===== src/include/dts_pkg.sv =====
// constants, types and the delay lookup for the two-axis torque-off delay logic
// assumes a single 20 MHz reference clock shared by every module of the block
package dts_pkg;

    // clock rate in kHz, so that a time in ms times this gives cycles
    localparam int CLK_KHZ = 20000;

    // selectable shut-off delays in ms
    localparam int DLY_1P4_MS = 1400;
    localparam int DLY_2P8_MS = 2800;
    localparam int DLY_5P6_MS = 5600;
    localparam int DLY_9P8_MS = 9800;
    localparam int DLY_30P8_MS = 30800;
    // how long two signals that should agree may disagree before a fault
    localparam int DISC_MS = 10;

    localparam int CNT_W = 30;
    typedef logic [CNT_W-1:0] dts_cnt_type;

    // cycle counts derived from the times above
    localparam dts_cnt_type DLY_CNT_1P4 = dts_cnt_type'(DLY_1P4_MS * CLK_KHZ);
    localparam dts_cnt_type DLY_CNT_2P8 = dts_cnt_type'(DLY_2P8_MS * CLK_KHZ);
    localparam dts_cnt_type DLY_CNT_5P6 = dts_cnt_type'(DLY_5P6_MS * CLK_KHZ);
    localparam dts_cnt_type DLY_CNT_9P8 = dts_cnt_type'(DLY_9P8_MS * CLK_KHZ);
    localparam dts_cnt_type DLY_CNT_30P8 = dts_cnt_type'(DLY_30P8_MS * CLK_KHZ);
    localparam int DISC_CNT = DISC_MS * CLK_KHZ;

    // per-axis state, gray along run -> delay -> off
    typedef enum logic [1:0] {
        AX_RUN = 2'b00,
        AX_DELAY = 2'b01,
        AX_OFF = 2'b11
    } dts_axis_state_type;

    // register byte offsets
    localparam logic [3:0] REG_STATUS = 4'h0;
    localparam logic [3:0] REG_MASK = 4'h4;
    localparam logic [3:0] REG_STATE = 4'h8;

    // status and mask layout: two bits each, bit 0 axis A, bit 1 axis B
    localparam int EV_W = 6;
    localparam int EV_OFF = 0;
    localparam int EV_REL = 2;
    localparam int EV_FLT = 4;
    localparam logic [EV_W-1:0] MASK_RST = 6'h00;
    localparam logic [EV_W-1:0] STATUS_RST = 6'h00;

    // state register field positions
    localparam int ST_OFF = 0;
    localparam int ST_FLT = 2;
    localparam int ST_MATCH = 4;
    localparam int ST_SEL1 = 8;
    localparam int ST_SEL2 = 12;
    localparam int ST_SWERR = 16;
    localparam int ST_FBERR = 18;

    localparam logic [3:0] SEL_RST = 4'h0;

    // selector code -> {axis A index, axis B index}; 0:0 s 1:1.4 2:2.8 3:5.6 4:9.8 5:30.8
    function automatic logic [5:0] dly_code(input logic [3:0] code);
        unique case (code)
            4'h0: dly_code = {3'h0, 3'h0};
            4'h1: dly_code = {3'h0, 3'h1};
            4'h2: dly_code = {3'h0, 3'h2};
            4'h3: dly_code = {3'h0, 3'h4};
            4'h4: dly_code = {3'h0, 3'h5};
            4'h5: dly_code = {3'h1, 3'h2};
            4'h6: dly_code = {3'h1, 3'h4};
            4'h7: dly_code = {3'h1, 3'h5};
            4'h8: dly_code = {3'h2, 3'h2};
            4'h9: dly_code = {3'h2, 3'h4};
            4'hA: dly_code = {3'h2, 3'h5};
            4'hB: dly_code = {3'h3, 3'h4};
            4'hC: dly_code = {3'h3, 3'h5};
            4'hD: dly_code = {3'h4, 3'h4};
            4'hE: dly_code = {3'h4, 3'h5};
            4'hF: dly_code = {3'h5, 3'h5};
        endcase
    endfunction

endpackage


===== src/dts_axis.sv =====
// one axis: run, timed delay after a shut-off request, torque-off, restart on release edge
// assumes request, restart and fault are synchronous and already combined by the caller
`timescale 1ns/1ns
module dts_axis (
    input logic i_ref_clk,
    input logic i_sys_rst,
    input logic i_off_req,
    input logic i_restart,
    input logic i_fault,
    input dts_pkg::dts_cnt_type i_delay_cnt,
    output logic o_torque_off,
    output logic o_enter_pulse,
    output logic o_release_pulse
);
    import dts_pkg::*;

    dts_axis_state_type state_ff, nxt_state;
    dts_cnt_type cnt_ff, nxt_cnt, age_ff;
    logic restart_ff, off_ff, enter_ff, release_ff;

    // release only on the closed-to-open edge, so a stuck contact cannot restart
    wire logic restart_fall = restart_ff & ~i_restart;
    wire logic delay_done = (cnt_ff == i_delay_cnt - dts_cnt_type'(1));
    wire logic zero_delay = (i_delay_cnt == '0);

    // next state
    always_comb begin
        nxt_state = state_ff;
        nxt_cnt = cnt_ff;
        unique case (state_ff)
            AX_RUN: begin
                if (i_fault) begin
                    nxt_state = AX_OFF;
                end else if (i_off_req) begin
                    nxt_cnt = '0;
                    nxt_state = zero_delay ? AX_OFF : AX_DELAY;
                end
            end
            AX_DELAY: begin
                nxt_cnt = cnt_ff + dts_cnt_type'(1);
                // a started stop runs to completion even if the request goes away
                if (i_fault || delay_done) begin
                    nxt_state = AX_OFF;
                end
            end
            AX_OFF: begin
                if (restart_fall && !i_off_req && !i_fault) begin
                    nxt_state = AX_RUN;
                end
            end
            default: nxt_state = AX_OFF;
        endcase
    end

    // power-up lands in torque-off: the drive must be released deliberately
    always_ff @(posedge i_ref_clk) begin
        if (i_sys_rst) begin
            state_ff <= AX_OFF;
            cnt_ff <= '0;
            restart_ff <= 1'b0;
            off_ff <= 1'b1;
            enter_ff <= 1'b0;
            release_ff <= 1'b0;
        end else begin
            state_ff <= nxt_state;
            cnt_ff <= nxt_cnt;
            restart_ff <= i_restart;
            off_ff <= (nxt_state == AX_OFF);
            enter_ff <= (nxt_state == AX_OFF) && (state_ff != AX_OFF);
            release_ff <= (state_ff == AX_OFF) && (nxt_state != AX_OFF);
        end
    end

    assign o_torque_off = off_ff;
    assign o_enter_pulse = enter_ff;
    assign o_release_pulse = release_ff;

    // cycles spent since leaving run, for checking only
    always_ff @(posedge i_ref_clk) begin
        if (i_sys_rst || state_ff == AX_RUN) begin
            age_ff <= '0;
        end else begin
            age_ff <= age_ff + dts_cnt_type'(1);
        end
    end
endmodule


===== src/dts_persist.sv =====
// persistence filter: flags a condition that has held without a break for a set count
// assumes the condition is synchronous to the reference clock
`timescale 1ns/1ns
module dts_persist #(
    parameter int P_LIMIT = 200000
) (
    input logic i_ref_clk,
    input logic i_sys_rst,
    input logic i_cond,
    output logic o_hit
);
    import dts_pkg::*;

    localparam int W = $clog2(P_LIMIT + 1);
    localparam logic [W-1:0] LIMIT = W'(P_LIMIT);

    logic [W-1:0] cnt_ff;

    // saturating count; any break in the condition starts it over
    always_ff @(posedge i_ref_clk) begin
        if (i_sys_rst || !i_cond) begin
            cnt_ff <= '0;
        end else if (cnt_ff != LIMIT) begin
            cnt_ff <= cnt_ff + 1'b1;
        end
    end

    assign o_hit = (cnt_ff == LIMIT);
endmodule


===== src/dts_top.sv =====
// two-axis torque-off delay and monitor logic with an Avalon-MM register slave
// assumes all contact inputs are synchronous to i_ref_clk (debounced outside)
// contact inputs: 1 = contact closed; torque-off outputs: 1 = contact closed (run)
// What this block does
// - torque-off after selected axis delay elapses, or at once on fault
// - both selectors equal; common code picks delays
// - codes 0..4: A zero, B per table
// - codes 5..A: A 1.4/2.8 s, B per table
// - codes B..F: A 5.6/9.8/30.8 s
// - selectors captured at power-up only
// - agreement indicator lit when selectors match
// - restart indicator follows restart contact closed
// - shut-off indicators lit while contact open
// - torque-off indicators lit in torque-off state
// - fault indicator dark until fault detected
// - indicator set per axis plus power
// - either shut-off input open requests torque-off
// - release only on restart closed-to-open edge
// - both torque-off outputs of axis identical
// - fault on selector, switch or feedback error
//
// The address map and register access over Avalon-MM are this design's own decisions.
`timescale 1ns/1ns
module dts_top #(
    parameter dts_pkg::dts_cnt_type P_CNT_1P4 = dts_pkg::DLY_CNT_1P4,
    parameter dts_pkg::dts_cnt_type P_CNT_2P8 = dts_pkg::DLY_CNT_2P8,
    parameter dts_pkg::dts_cnt_type P_CNT_5P6 = dts_pkg::DLY_CNT_5P6,
    parameter dts_pkg::dts_cnt_type P_CNT_9P8 = dts_pkg::DLY_CNT_9P8,
    parameter dts_pkg::dts_cnt_type P_CNT_30P8 = dts_pkg::DLY_CNT_30P8,
    parameter int P_DISC_CNT = dts_pkg::DISC_CNT
) (
    input logic i_ref_clk,
    input logic i_sys_rst,
    input logic [1:0] i_shutoff_input_one,
    input logic [1:0] i_shutoff_input_two,
    input logic [1:0] i_safety_restart_input,
    input logic [1:0] i_torque_off_feedback,
    input logic [3:0] i_delay_selector_one,
    input logic [3:0] i_delay_selector_two,
    output logic [1:0] o_torque_off_output_one,
    output logic [1:0] o_torque_off_output_two,
    output logic [1:0] o_led_restart,
    output logic [1:0] o_led_shutoff_one,
    output logic [1:0] o_led_shutoff_two,
    output logic [1:0] o_led_torque_off,
    output logic [1:0] o_led_output_one,
    output logic [1:0] o_led_output_two,
    output logic [1:0] o_led_sel_match,
    output logic [1:0] o_led_fault,
    output logic o_led_power,
    input logic [3:0] i_avs_address,
    input logic i_avs_read,
    input logic i_avs_write,
    input logic [31:0] i_avs_writedata,
    input logic [3:0] i_avs_byteenable,
    output logic [31:0] o_avs_readdata,
    output logic o_avs_waitrequest,
    output logic o_irq
);
    import dts_pkg::*;

    logic [3:0] sel1_ff, sel2_ff;
    logic cap_done_ff;
    logic [1:0] flt_ff;
    logic [1:0] off;
    logic [1:0] enter_p, release_p;
    logic [1:0] sw_err, fb_err;
    logic [1:0] led_rst_ff, led_shutoff_input_one_ff, led_shutoff_input_two_ff;
    logic power_ff;
    logic [EV_W-1:0] status_ff, nxt_status, mask_ff, ev;
    logic ack_ff, irq_ff;
    logic [31:0] rdata_ff, state_word;
    dts_cnt_type dly_tab [6];
    dts_cnt_type axis_dly [2];

    // selectors are latched once after power-up; later turns are ignored
    always_ff @(posedge i_ref_clk) begin
        if (i_sys_rst) begin
            sel1_ff <= SEL_RST;
            sel2_ff <= SEL_RST;
            cap_done_ff <= 1'b0;
        end else if (!cap_done_ff) begin
            sel1_ff <= i_delay_selector_one;
            sel2_ff <= i_delay_selector_two;
            cap_done_ff <= 1'b1;
        end
    end

    // selector agreement and delay lookup from the common code
    wire logic sel_match = cap_done_ff && (sel1_ff == sel2_ff);
    wire logic [5:0] dly_idx = dly_code(sel1_ff);
    assign dly_tab[0] = '0;
    assign dly_tab[1] = P_CNT_1P4;
    assign dly_tab[2] = P_CNT_2P8;
    assign dly_tab[3] = P_CNT_5P6;
    assign dly_tab[4] = P_CNT_9P8;
    assign dly_tab[5] = P_CNT_30P8;
    assign axis_dly[0] = dly_tab[dly_idx[5:3]];
    assign axis_dly[1] = dly_tab[dly_idx[2:0]];

    // per-axis sequencing and discrepancy filters
    for (genvar g = 0; g < 2; g++) begin : g_axis
        // either contact open is a request; a broken wire therefore stops the axis
        wire logic off_req = ~i_shutoff_input_one[g] | ~i_shutoff_input_two[g];
        // feedback closed means the drive is running, so it must mirror our state
        wire logic fb_bad = (i_torque_off_feedback[g] == off[g]);
        wire logic sw_bad = (i_shutoff_input_one[g] != i_shutoff_input_two[g]);

        dts_axis u_axis (
            .i_ref_clk(i_ref_clk),
            .i_sys_rst(i_sys_rst),
            .i_off_req(off_req),
            .i_restart(i_safety_restart_input[g]),
            .i_fault(flt_ff[g]),
            .i_delay_cnt(axis_dly[g]),
            .o_torque_off(off[g]),
            .o_enter_pulse(enter_p[g]),
            .o_release_pulse(release_p[g])
        );

        dts_persist #(.P_LIMIT(P_DISC_CNT)) u_sw_chk (
            .i_ref_clk(i_ref_clk),
            .i_sys_rst(i_sys_rst),
            .i_cond(sw_bad),
            .o_hit(sw_err[g])
        );

        dts_persist #(.P_LIMIT(P_DISC_CNT)) u_fb_chk (
            .i_ref_clk(i_ref_clk),
            .i_sys_rst(i_sys_rst),
            .i_cond(fb_bad),
            .o_hit(fb_err[g])
        );
    end

    // fault latches until power is cycled; a selector mismatch faults both axes
    wire logic [1:0] flt_cause = sw_err | fb_err | {2{cap_done_ff && !sel_match}};
    always_ff @(posedge i_ref_clk) begin
        if (i_sys_rst) begin
            flt_ff <= 2'h0;
        end else begin
            flt_ff <= flt_ff | flt_cause;
        end
    end

    // input monitor indicators, one cycle behind the contacts
    always_ff @(posedge i_ref_clk) begin
        if (i_sys_rst) begin
            led_rst_ff <= 2'h0;
            led_shutoff_input_one_ff <= 2'h0;
            led_shutoff_input_two_ff <= 2'h0;
            power_ff <= 1'b0;
        end else begin
            led_rst_ff <= i_safety_restart_input;
            led_shutoff_input_one_ff <= ~i_shutoff_input_one;
            led_shutoff_input_two_ff <= ~i_shutoff_input_two;
            power_ff <= 1'b1;
        end
    end

    // outputs: both channels of an axis come from the one state flop
    assign o_torque_off_output_one = ~off;
    assign o_torque_off_output_two = ~off;
    assign o_led_torque_off = off;
    assign o_led_output_one = off;
    assign o_led_output_two = off;
    assign o_led_restart = led_rst_ff;
    assign o_led_shutoff_one = led_shutoff_input_one_ff;
    assign o_led_shutoff_two = led_shutoff_input_two_ff;
    assign o_led_sel_match = {2{sel_match}};
    assign o_led_fault = flt_ff;
    assign o_led_power = power_ff;

    // bus decode: every access takes exactly one wait cycle
    wire logic req = i_avs_read | i_avs_write;
    wire logic done = req & ack_ff;
    wire logic wr_lane0 = done & i_avs_write & i_avs_byteenable[0];
    wire logic wr_status = wr_lane0 & (i_avs_address == REG_STATUS);
    wire logic wr_mask = wr_lane0 & (i_avs_address == REG_MASK);
    assign o_avs_waitrequest = req & ~ack_ff;

    // readable state word
    always_comb begin
        state_word = 32'h0000_0000;
        state_word[ST_OFF +: 2] = off;
        state_word[ST_FLT +: 2] = flt_ff;
        state_word[ST_MATCH] = sel_match;
        state_word[ST_SEL1 +: 4] = sel1_ff;
        state_word[ST_SEL2 +: 4] = sel2_ff;
        state_word[ST_SWERR +: 2] = sw_err;
        state_word[ST_FBERR +: 2] = fb_err;
    end

    wire logic [31:0] rd_mux =
        (i_avs_address == REG_STATUS) ? 32'(status_ff) :
        (i_avs_address == REG_MASK) ? 32'(mask_ff) :
        (i_avs_address == REG_STATE) ? state_word : 32'h0000_0000;

    // events; a set in the same cycle as a write-one clear wins
    always_comb begin
        ev = '0;
        ev[EV_OFF +: 2] = enter_p;
        ev[EV_REL +: 2] = release_p;
        ev[EV_FLT +: 2] = flt_cause & ~flt_ff;
        nxt_status = status_ff & ~(wr_status ? i_avs_writedata[EV_W-1:0] : '0);
        nxt_status = nxt_status | ev;
    end

    // register file and bus handshake
    always_ff @(posedge i_ref_clk) begin
        if (i_sys_rst) begin
            status_ff <= STATUS_RST;
            mask_ff <= MASK_RST;
            ack_ff <= 1'b0;
            rdata_ff <= 32'h0000_0000;
            irq_ff <= 1'b0;
        end else begin
            status_ff <= nxt_status;
            mask_ff <= wr_mask ? i_avs_writedata[EV_W-1:0] : mask_ff;
            ack_ff <= req & ~ack_ff;
            rdata_ff <= (i_avs_read & ~ack_ff) ? rd_mux : rdata_ff;
            irq_ff <= |(status_ff & mask_ff);
        end
    end

    assign o_avs_readdata = rdata_ff;
    assign o_irq = irq_ff;
endmodule

===== config.mk =====
export PLATFORM = sky130hd
export DESIGN_NAME = dts_top
export DESIGN_NICKNAME = d
export VERILOG_FILES = /design/src/include/dts_pkg.sv /design/src/dts_axis.sv /design/src/dts_persist.sv /design/src/dts_top.sv
export SDC_FILE = /design/constraint.sdc
export NUM_CORES = 1
export LEC_CHECK = 0
export BUFFER_PORTS_ARGS = -buffer_cell sky130_fd_sc_hd__buf_2
export CAP_MARGIN = 20
export CORE_ASPECT_RATIO = 0.8
export CORE_UTILIZATION = 42
export CTS_BUF_LIST = sky130_fd_sc_hd__clkbuf_8
export CTS_CLUSTER_SIZE = 16
export DETAILED_ROUTE_END_ITERATION = 8
export GPL_ROUTABILITY_DRIVEN = 0
export PLACE_DENSITY = 0.66
export SLEW_MARGIN = 20
export SYNTH_ARGS = -nofsm -noshare
export SYNTH_HDL_FRONTEND = slang
export SYNTH_SLANG_ARGS = --single-unit

===== constraint.sdc =====
create_clock -name i_ref_clk -period 4.7 [get_ports i_ref_clk]
set_input_delay 0.94 -clock i_ref_clk [delete_from_list [all_inputs] [get_ports i_ref_clk]]
set_output_delay 0.94 -clock i_ref_clk [all_outputs]
set_load 0.02 [all_outputs]

-- Word-level counts from Yosys, hierarchy flattened
Memories as Yosys holds them, arrays and structs flattened. A register that Yosys moved wholly into a read port is not among the register bits.
Cells that the tools add are included.
Widths: inputs -> output; s select.
- add/sub/neg operators: 8
- $mul: 0
- div/mod/pow operators: 0
- magnitude comparators: 2
- equal/unequal tests: 31
- shift operators: 0
- multiplexer cells: 29
- bitwise gates (word level): 33
- reduce and logical (&&, ||, !) cells: 35
- operator list (operator ; number):
    $mux 30 ; 8
    $pmux 30 s2 ; 2
    $add 18x1->18 const B ; 4
    $eq 18x18->1 const B ; 4
    $ne 18x18->1 const B ; 4
    $add 30x1->30 const B ; 2
    $eq 30x30->1 ; 2
    $logic_not 30->1 ; 2
    $mux 20 ; 3
    $sub 30x1->30 const B ; 2
    $mux 2 ; 10
    $and 6x6->6 ; 2
    $ne 2x2->1 const B ; 6
    $pmux 2 s3 ; 2
    $logic_and 1x1->1 ; 10
    $and 1x1->1 ; 9
    $logic_not 1->1 ; 9
    $eq 2x2->1 const B ; 4
    $ge 4x4->1 const B ; 2
    $mux 4 ; 2
    $not 2->2 ; 4
    $not 3->4 ; 2
    $not 1->1 ; 7
    $logic_or 1x1->1 ; 6
    other kinds (19) ; 30
- bits in registers: 207
- bits in latches: 0
- RAM bits: 0
- memory bits (read-only): 576
- input bits: 60
- output and inout port bits: 55
- logic and storage cells: 169
- memories: 3
- memories (memory ; depth ; bits a word ; read ports ; clocked after Yosys merged registers in ; write ports ; RTL line ; source):
    (name not given) ; 8 ; 30 ; 1 ; 0 ; 0 ; dts_top.sv:99 ; assign axis_dly[1] = dly_tab[dly_idx[2:0]];
    (name not given) ; 8 ; 30 ; 1 ; 0 ; 0 ; dts_top.sv:98 ; assign axis_dly[0] = dly_tab[dly_idx[5:3]];
    (name not given) ; 16 ; 6 ; 1 ; 1 ; 0 ; dts_pkg.sv:61 ; unique case (code)

-- Logic depth before layout (Yosys ltp)
- word-level depth: 11
- mapped depth: 13
- depth with buffers taken out: 12

-- Cells and area by module
Synthesis repeated with hierarchy kept, for this count alone.
- cells, all modules: 1495
- area total of the unflattened synthesis: 12195.4 µm²
- modules (own cells, without submodules) (module ; instances ; cells an instance ; area an instance (µm²) ; sequential area each (µm²)):
    dts_axis ; 2 ; 370 ; 2840.2 ; 720.7
    dts_persist ; 4 ; 106 ; 907.1 ; 360.3
    dts_top ; 1 ; 331 ; 2886.5 ; 1101.1

-- Worst setup path after synthesis
No wires, ideal clock.
- path type: reg-to-reg
- start point: register, netlist name dly_idx[3]
- end point: register g_axis[0].u_axis.off_ff
- library setup time: 0.075 ns
- arrival time: 3.162 ns
- data required time: 4.625 ns
- path slack: 1.464 ns
- cell stages (with the launch flop): 13
- buffers on the path: 0
- period minus slack after synthesis: 3.236 ns
- cells stage by stage: dfxtp_1 -> inv_1 -> ha_1 -> nor2b_1 -> nor2_1 -> ha_1 -> nand2b_1 -> nor4_1 -> nand3_1 -> or3_1 -> a2111oi_0 -> o221ai_1 -> o21ai_0
- longest elaborated chain between the ends: 10
- elaborated cells on any way between the ends: 14
- those cells by class: 1 x add/sub; 2 x eq/ne; 7 x mux; 1 x bitwise; 2 x reduce/logical; 1 x memory
- RTL lines (item ; RTL line ; source):
    $not 3->4 (not written as such) * ; dts_top.sv:98 ;
    $mem_v2 8x30 * ; -- ;
    $mux 30 (not written as such) * (2 in a row) ; dts_top.sv:98 ;
    $sub 30x1->30 or $logic_not 30->1 (tied branches) ; dts_axis.sv:23, dts_axis.sv:24 ;
    $eq 30x30->1 or $mux 2 (tied branches) ; dts_axis.sv:23, dts_axis.sv:36 ;
    $logic_or 1x1->1 or $mux 2 (tied branches) ; dts_axis.sv:42, dts_axis.sv:34 ;
    $mux 2, on equally long branches ; dts_axis.sv:42, dts_axis.sv:32 ;
    $pmux 2 s3 * ; dts_axis.sv:30 ; unique case (state_ff)
    $eq 2x2->1 * ; dts_axis.sv:68 ; off_ff <= (nxt_state == AX_OFF);
    end signal, assigned ; dts_axis.sv:68 ;
    end, declared ; dts_axis.sv:19 ; logic restart_ff, off_ff, enter_ff, release_ff;
Every way passes the cells marked *; elsewhere a longest branch is shown, timed or not. The select of a mux whose other input is x is not followed.
A chain may end at the register's enable or synchronous reset.

-- Worst setup path after layout
- start point: register, netlist name dly_idx[3]
- end point: register g_axis[0].u_axis.off_ff
- longest elaborated chain between the ends: 10
- elaborated cells on any way between the ends: 14
- those cells by class: 1 x add/sub; 2 x eq/ne; 7 x mux; 1 x bitwise; 2 x reduce/logical; 1 x memory
- RTL lines (item ; RTL line):
    $not 3->4 (not written as such) * ; dts_top.sv:98
    $mem_v2 8x30 * ; --
    $mux 30 (not written as such) * (2 in a row) ; dts_top.sv:98
    $sub 30x1->30 or $logic_not 30->1 (tied branches) ; dts_axis.sv:23, dts_axis.sv:24
    $eq 30x30->1 or $mux 2 (tied branches) ; dts_axis.sv:23, dts_axis.sv:36
    $logic_or 1x1->1 or $mux 2 (tied branches) ; dts_axis.sv:42, dts_axis.sv:34
    $mux 2, on equally long branches ; dts_axis.sv:42, dts_axis.sv:32
    $pmux 2 s3 * ; dts_axis.sv:30
    $eq 2x2->1 * ; dts_axis.sv:68
Marked as above.

==> results.yml <==
setup_path:
  worst-path-max-fanout: 8
  cp_cell_sequence: "inv_1 -> ha_1 -> nor2b_1 -> nor2_1 -> ha_1 -> nand2b_1 -> nor4_1 -> nand3_1 -> or3_1 -> a2111oi_0 -> o221ai_1 -> o21ai_0"
  required_ns: 5.08
  endpoint: "g_axis[0].u_axis.o_torque_off"
  timing.rr.start: "dly_idx[3]"
  reg2reg_depth: 12
  arrival_ns: 4.38
  cp_slowest_cell: "dfxtp_1"
  cpMostUsedCell: "ha_1"
  start_kind: "flip-flop"
  cp-end-kind: "flip-flop"
  r2r_end: "g_axis[0].u_axis.o_torque_off"
  startpoint: "dly_idx[3]"
  crit_type: "reg -> reg"
  max_stage_delay_ns: 0.48
  r2r_slack_ns: 0.70
pwr:
  irDropWorstVdd_mv: 0.191
  p_leak_nw: 4.22
  p_total_mw: 3.27
  power_density_nw_per_um2: 297
sta:
  hold_viol: 0
  finalCritPeriodShare_pct: 85.1
  finalSetupViolations: 0
  holdWs_ns: 0.449
  maxSlewHeadroom_pct: 35.1
  min_period_ns: 4.00
  skew_ns: 0.0144
  fmax_ghz: 0.250
  worst_slack_ns: 0.700
  rsz0062_at_grt: "no"
  worstMarginPinSlew_ns: 0.964
  setup_tns_ns: 0
  report.final.slew_viol_count: 0
finish:
  finalNonFillerCells: 1569
  nFillCells: 2308
  antennaDiodeCount: 0
  stdcell_area_um2: 11000
  final_cell_mix: "nor2_1 (212), dfxtp_1 (197), xor2_1 (95)"
  syn2layout_area_growth_pct: 8.94
  layout-drive-gt1-share_pct: 9.86
  final_core_util_pct: 46.8
  layout_commonest_cell: "nor2_1"
  final_net_count: 1340
job:
  max_cap_violations: 0
logic_synthesis:
  synth-simple-area-share_pct: 26.4
  synthAdderAreaFrac_pct: 4.33
  synthMuxAreaShare_pct: 2.70
  netlist_area_um2: 10100
  ys_types: 67
  synth_edf_count: 0
  async_flop_share_pct: 0
  synth_xor_area_share_pct: 14.2
  synth_ff_type: "dfxtp_1"
  synth_warnings: 0
  synth.avg_cell_area_um2: 8.40
  synth-compound-area-share_pct: 8.17
  synth_top_family_by_area: "simple AND/OR/NAND/NOR gates"
  synthCells: 1203
  ys_seq_area_share_pct: 39.0
  ys_ff_latch: 197
worst_hold_path:
  hold_path.class: "reg -> reg"
clock_tree:
  cts_hold_buf: 0
  clockBufferDepth: 2
  cts_made_buffers: 17
  h-tree-depth: 4
  insertion_delay_ns: 0.47
  post_cts_buffers: 0
  clk_pin_slew_ns: 0.10
  cts_resized: 0
  cts.sinks: 197
  cts_tree: "yes"
  root_buffer: "clkbuf_8"
floorplan:
  fp.dieW_um: 175
  coreArea_um2: 23500
  dieHeight_um: 141
  initial_core_util_pct: 43.0
  die_area_um2: 24700
  num_rows: 50
  ioPinCount: 115
placement:
  io_buffer_count: 71
  dp_slack_ns: 0.818
  place_hpwl_um: 16400
  place_area_um2: 10600
  place_inst: 1538
global_route:
  grt_pass1_vias: 7498
  grt_pass1_wl_um: 37100
  overflow: 0
  grt_max_degree: 60
  antenna_found_initial: 0
  grt_usage_pct: 18.5
route:
  vias: 8141
  post_drt_wl_per_cell_um: 14.2
  drc_errors: 0
  first_iter_violations: 519
  viasPerCell: 5.19
  firstDrtPassIters: 6
  detail-route-antenna-nets: 0
  wl_um: 22300
run_status:
  run_status: "finished clean"
==> synth_stat cells (all sizes together), types with 4 or more instances <==
library cell | n | area, um2
nor2 | 212 | 796
dfxtp | 197 | 3940
xor2 | 95 | 832
nand2 | 78 | 293
xnor2 | 66 | 578
nand3 | 60 | 300
inv | 41 | 154
a21oi | 38 | 190
clkbuf | 38 | 143
o21ai | 36 | 180
ha | 35 | 438
buf | 30 | 226
nor3 | 29 | 156
mux2i | 25 | 250
and3 | 23 | 144
nand4 | 23 | 144
a22oi | 22 | 165
nor4 | 21 | 131
or3 | 21 | 138
and4 | 12 | 105
nand2b | 12 | 75.1
nor2b | 10 | 62.6
and2 | 7 | 43.8
nor4b | 7 | 61.3
or2 | 5 | 31.3
nor4bb | 4 | 40.0
or4 | 4 | 30.0
==> worst max-delay path, delay by kind of cell (launching register included) <==
family                   cells  cell delay (ns)
AO/OA/AOI/OAI                3             0.94
adder cells (fa/ha/maj)      2             0.69
buffers and inverters        1             0.19
flip-flops                   1             0.48
AND/OR/NAND/NOR              6             1.61
==> where the power goes <==
group	switching, mW	internal (mW)
sequential	0.0394	1.69
combinational	0.266	0.172
clock	0.602	0.498
==> flip-flops by register name (all words and copies together) (netlist names) <==
signal,count
status_ff,6
o_led_power,1
g_axis.u_fb_chk.cnt_ff,36
g_axis.u_sw_chk.cnt_ff,36
sel1_ff,4
o_avs_readdata,18
mask_ff,6
g_axis.u_axis.o_release_pulse,2
dly_idx,6
o_led_shutoff_one,2
o_led_restart,2
ack_ff,1
g_axis.u_axis.o_enter_pulse,2
g_axis.u_axis.state_ff,4
o_led_fault,2
g_axis.u_axis.o_torque_off,2
sel2_ff,4
g_axis.u_axis.cnt_ff,60
o_led_shutoff_two,2
o_irq,1
==> layout make-up <==
| cell class | instances | area [um2] | share of cell area, % |
|---|---|---|---|
| inverters | 41 | 154 | 1.40 |
| clock inverters | 12 | 131 | 1.19 |
| multi-input cells | 910 | 5720 | 52.0 |
| flip-flops and latches | 197 | 3940 | 35.8 |
| well taps | 312 | 390 | 3.55 |
| clock buffers | 19 | 262 | 2.38 |
| repair buffers | 78 | 408 | 3.70 |
==> worst min path at each step <==
stage,startpoint,end,slack (ns),cells past startpoint
floorplan,g_axis[0].u_axis.o_enter_pulse,status_ff[0],0.41,2
global placement,g_axis[0].u_axis.o_release_pulse,status_ff[2],0.42,2
detailed placement,g_axis[1].u_axis.o_enter_pulse,status_ff[1],0.44,2
CTS,g_axis[0].u_axis.o_enter_pulse,status_ff[0],0.46,2
global route,g_axis[0].u_axis.o_enter_pulse,status_ff[0],0.50,2
finish,g_axis[0].u_axis.o_enter_pulse,status_ff[0],0.45,2
==> cells by family (layout without fill, tap and decap cells) <==
family          after synthesis  in the layout
mux                          27             27
flops                       197            197
other cells                   1             14
buf+inv                     109            150
simple gates                541            541
compound gates              131            131
xor+xnor                    162            162
fa+ha+maj                    35             35
==> layer usage <==
metal	vias to the layer above	routed length (um)	track usage, %
li1	4154	-	-
met1	3813	11400	25.7
met2	150	9620	28.8
met3	24	851	3.56
met4	0	406	5.77
met5	-	0	0
Power figures use the tool's default switching activity.
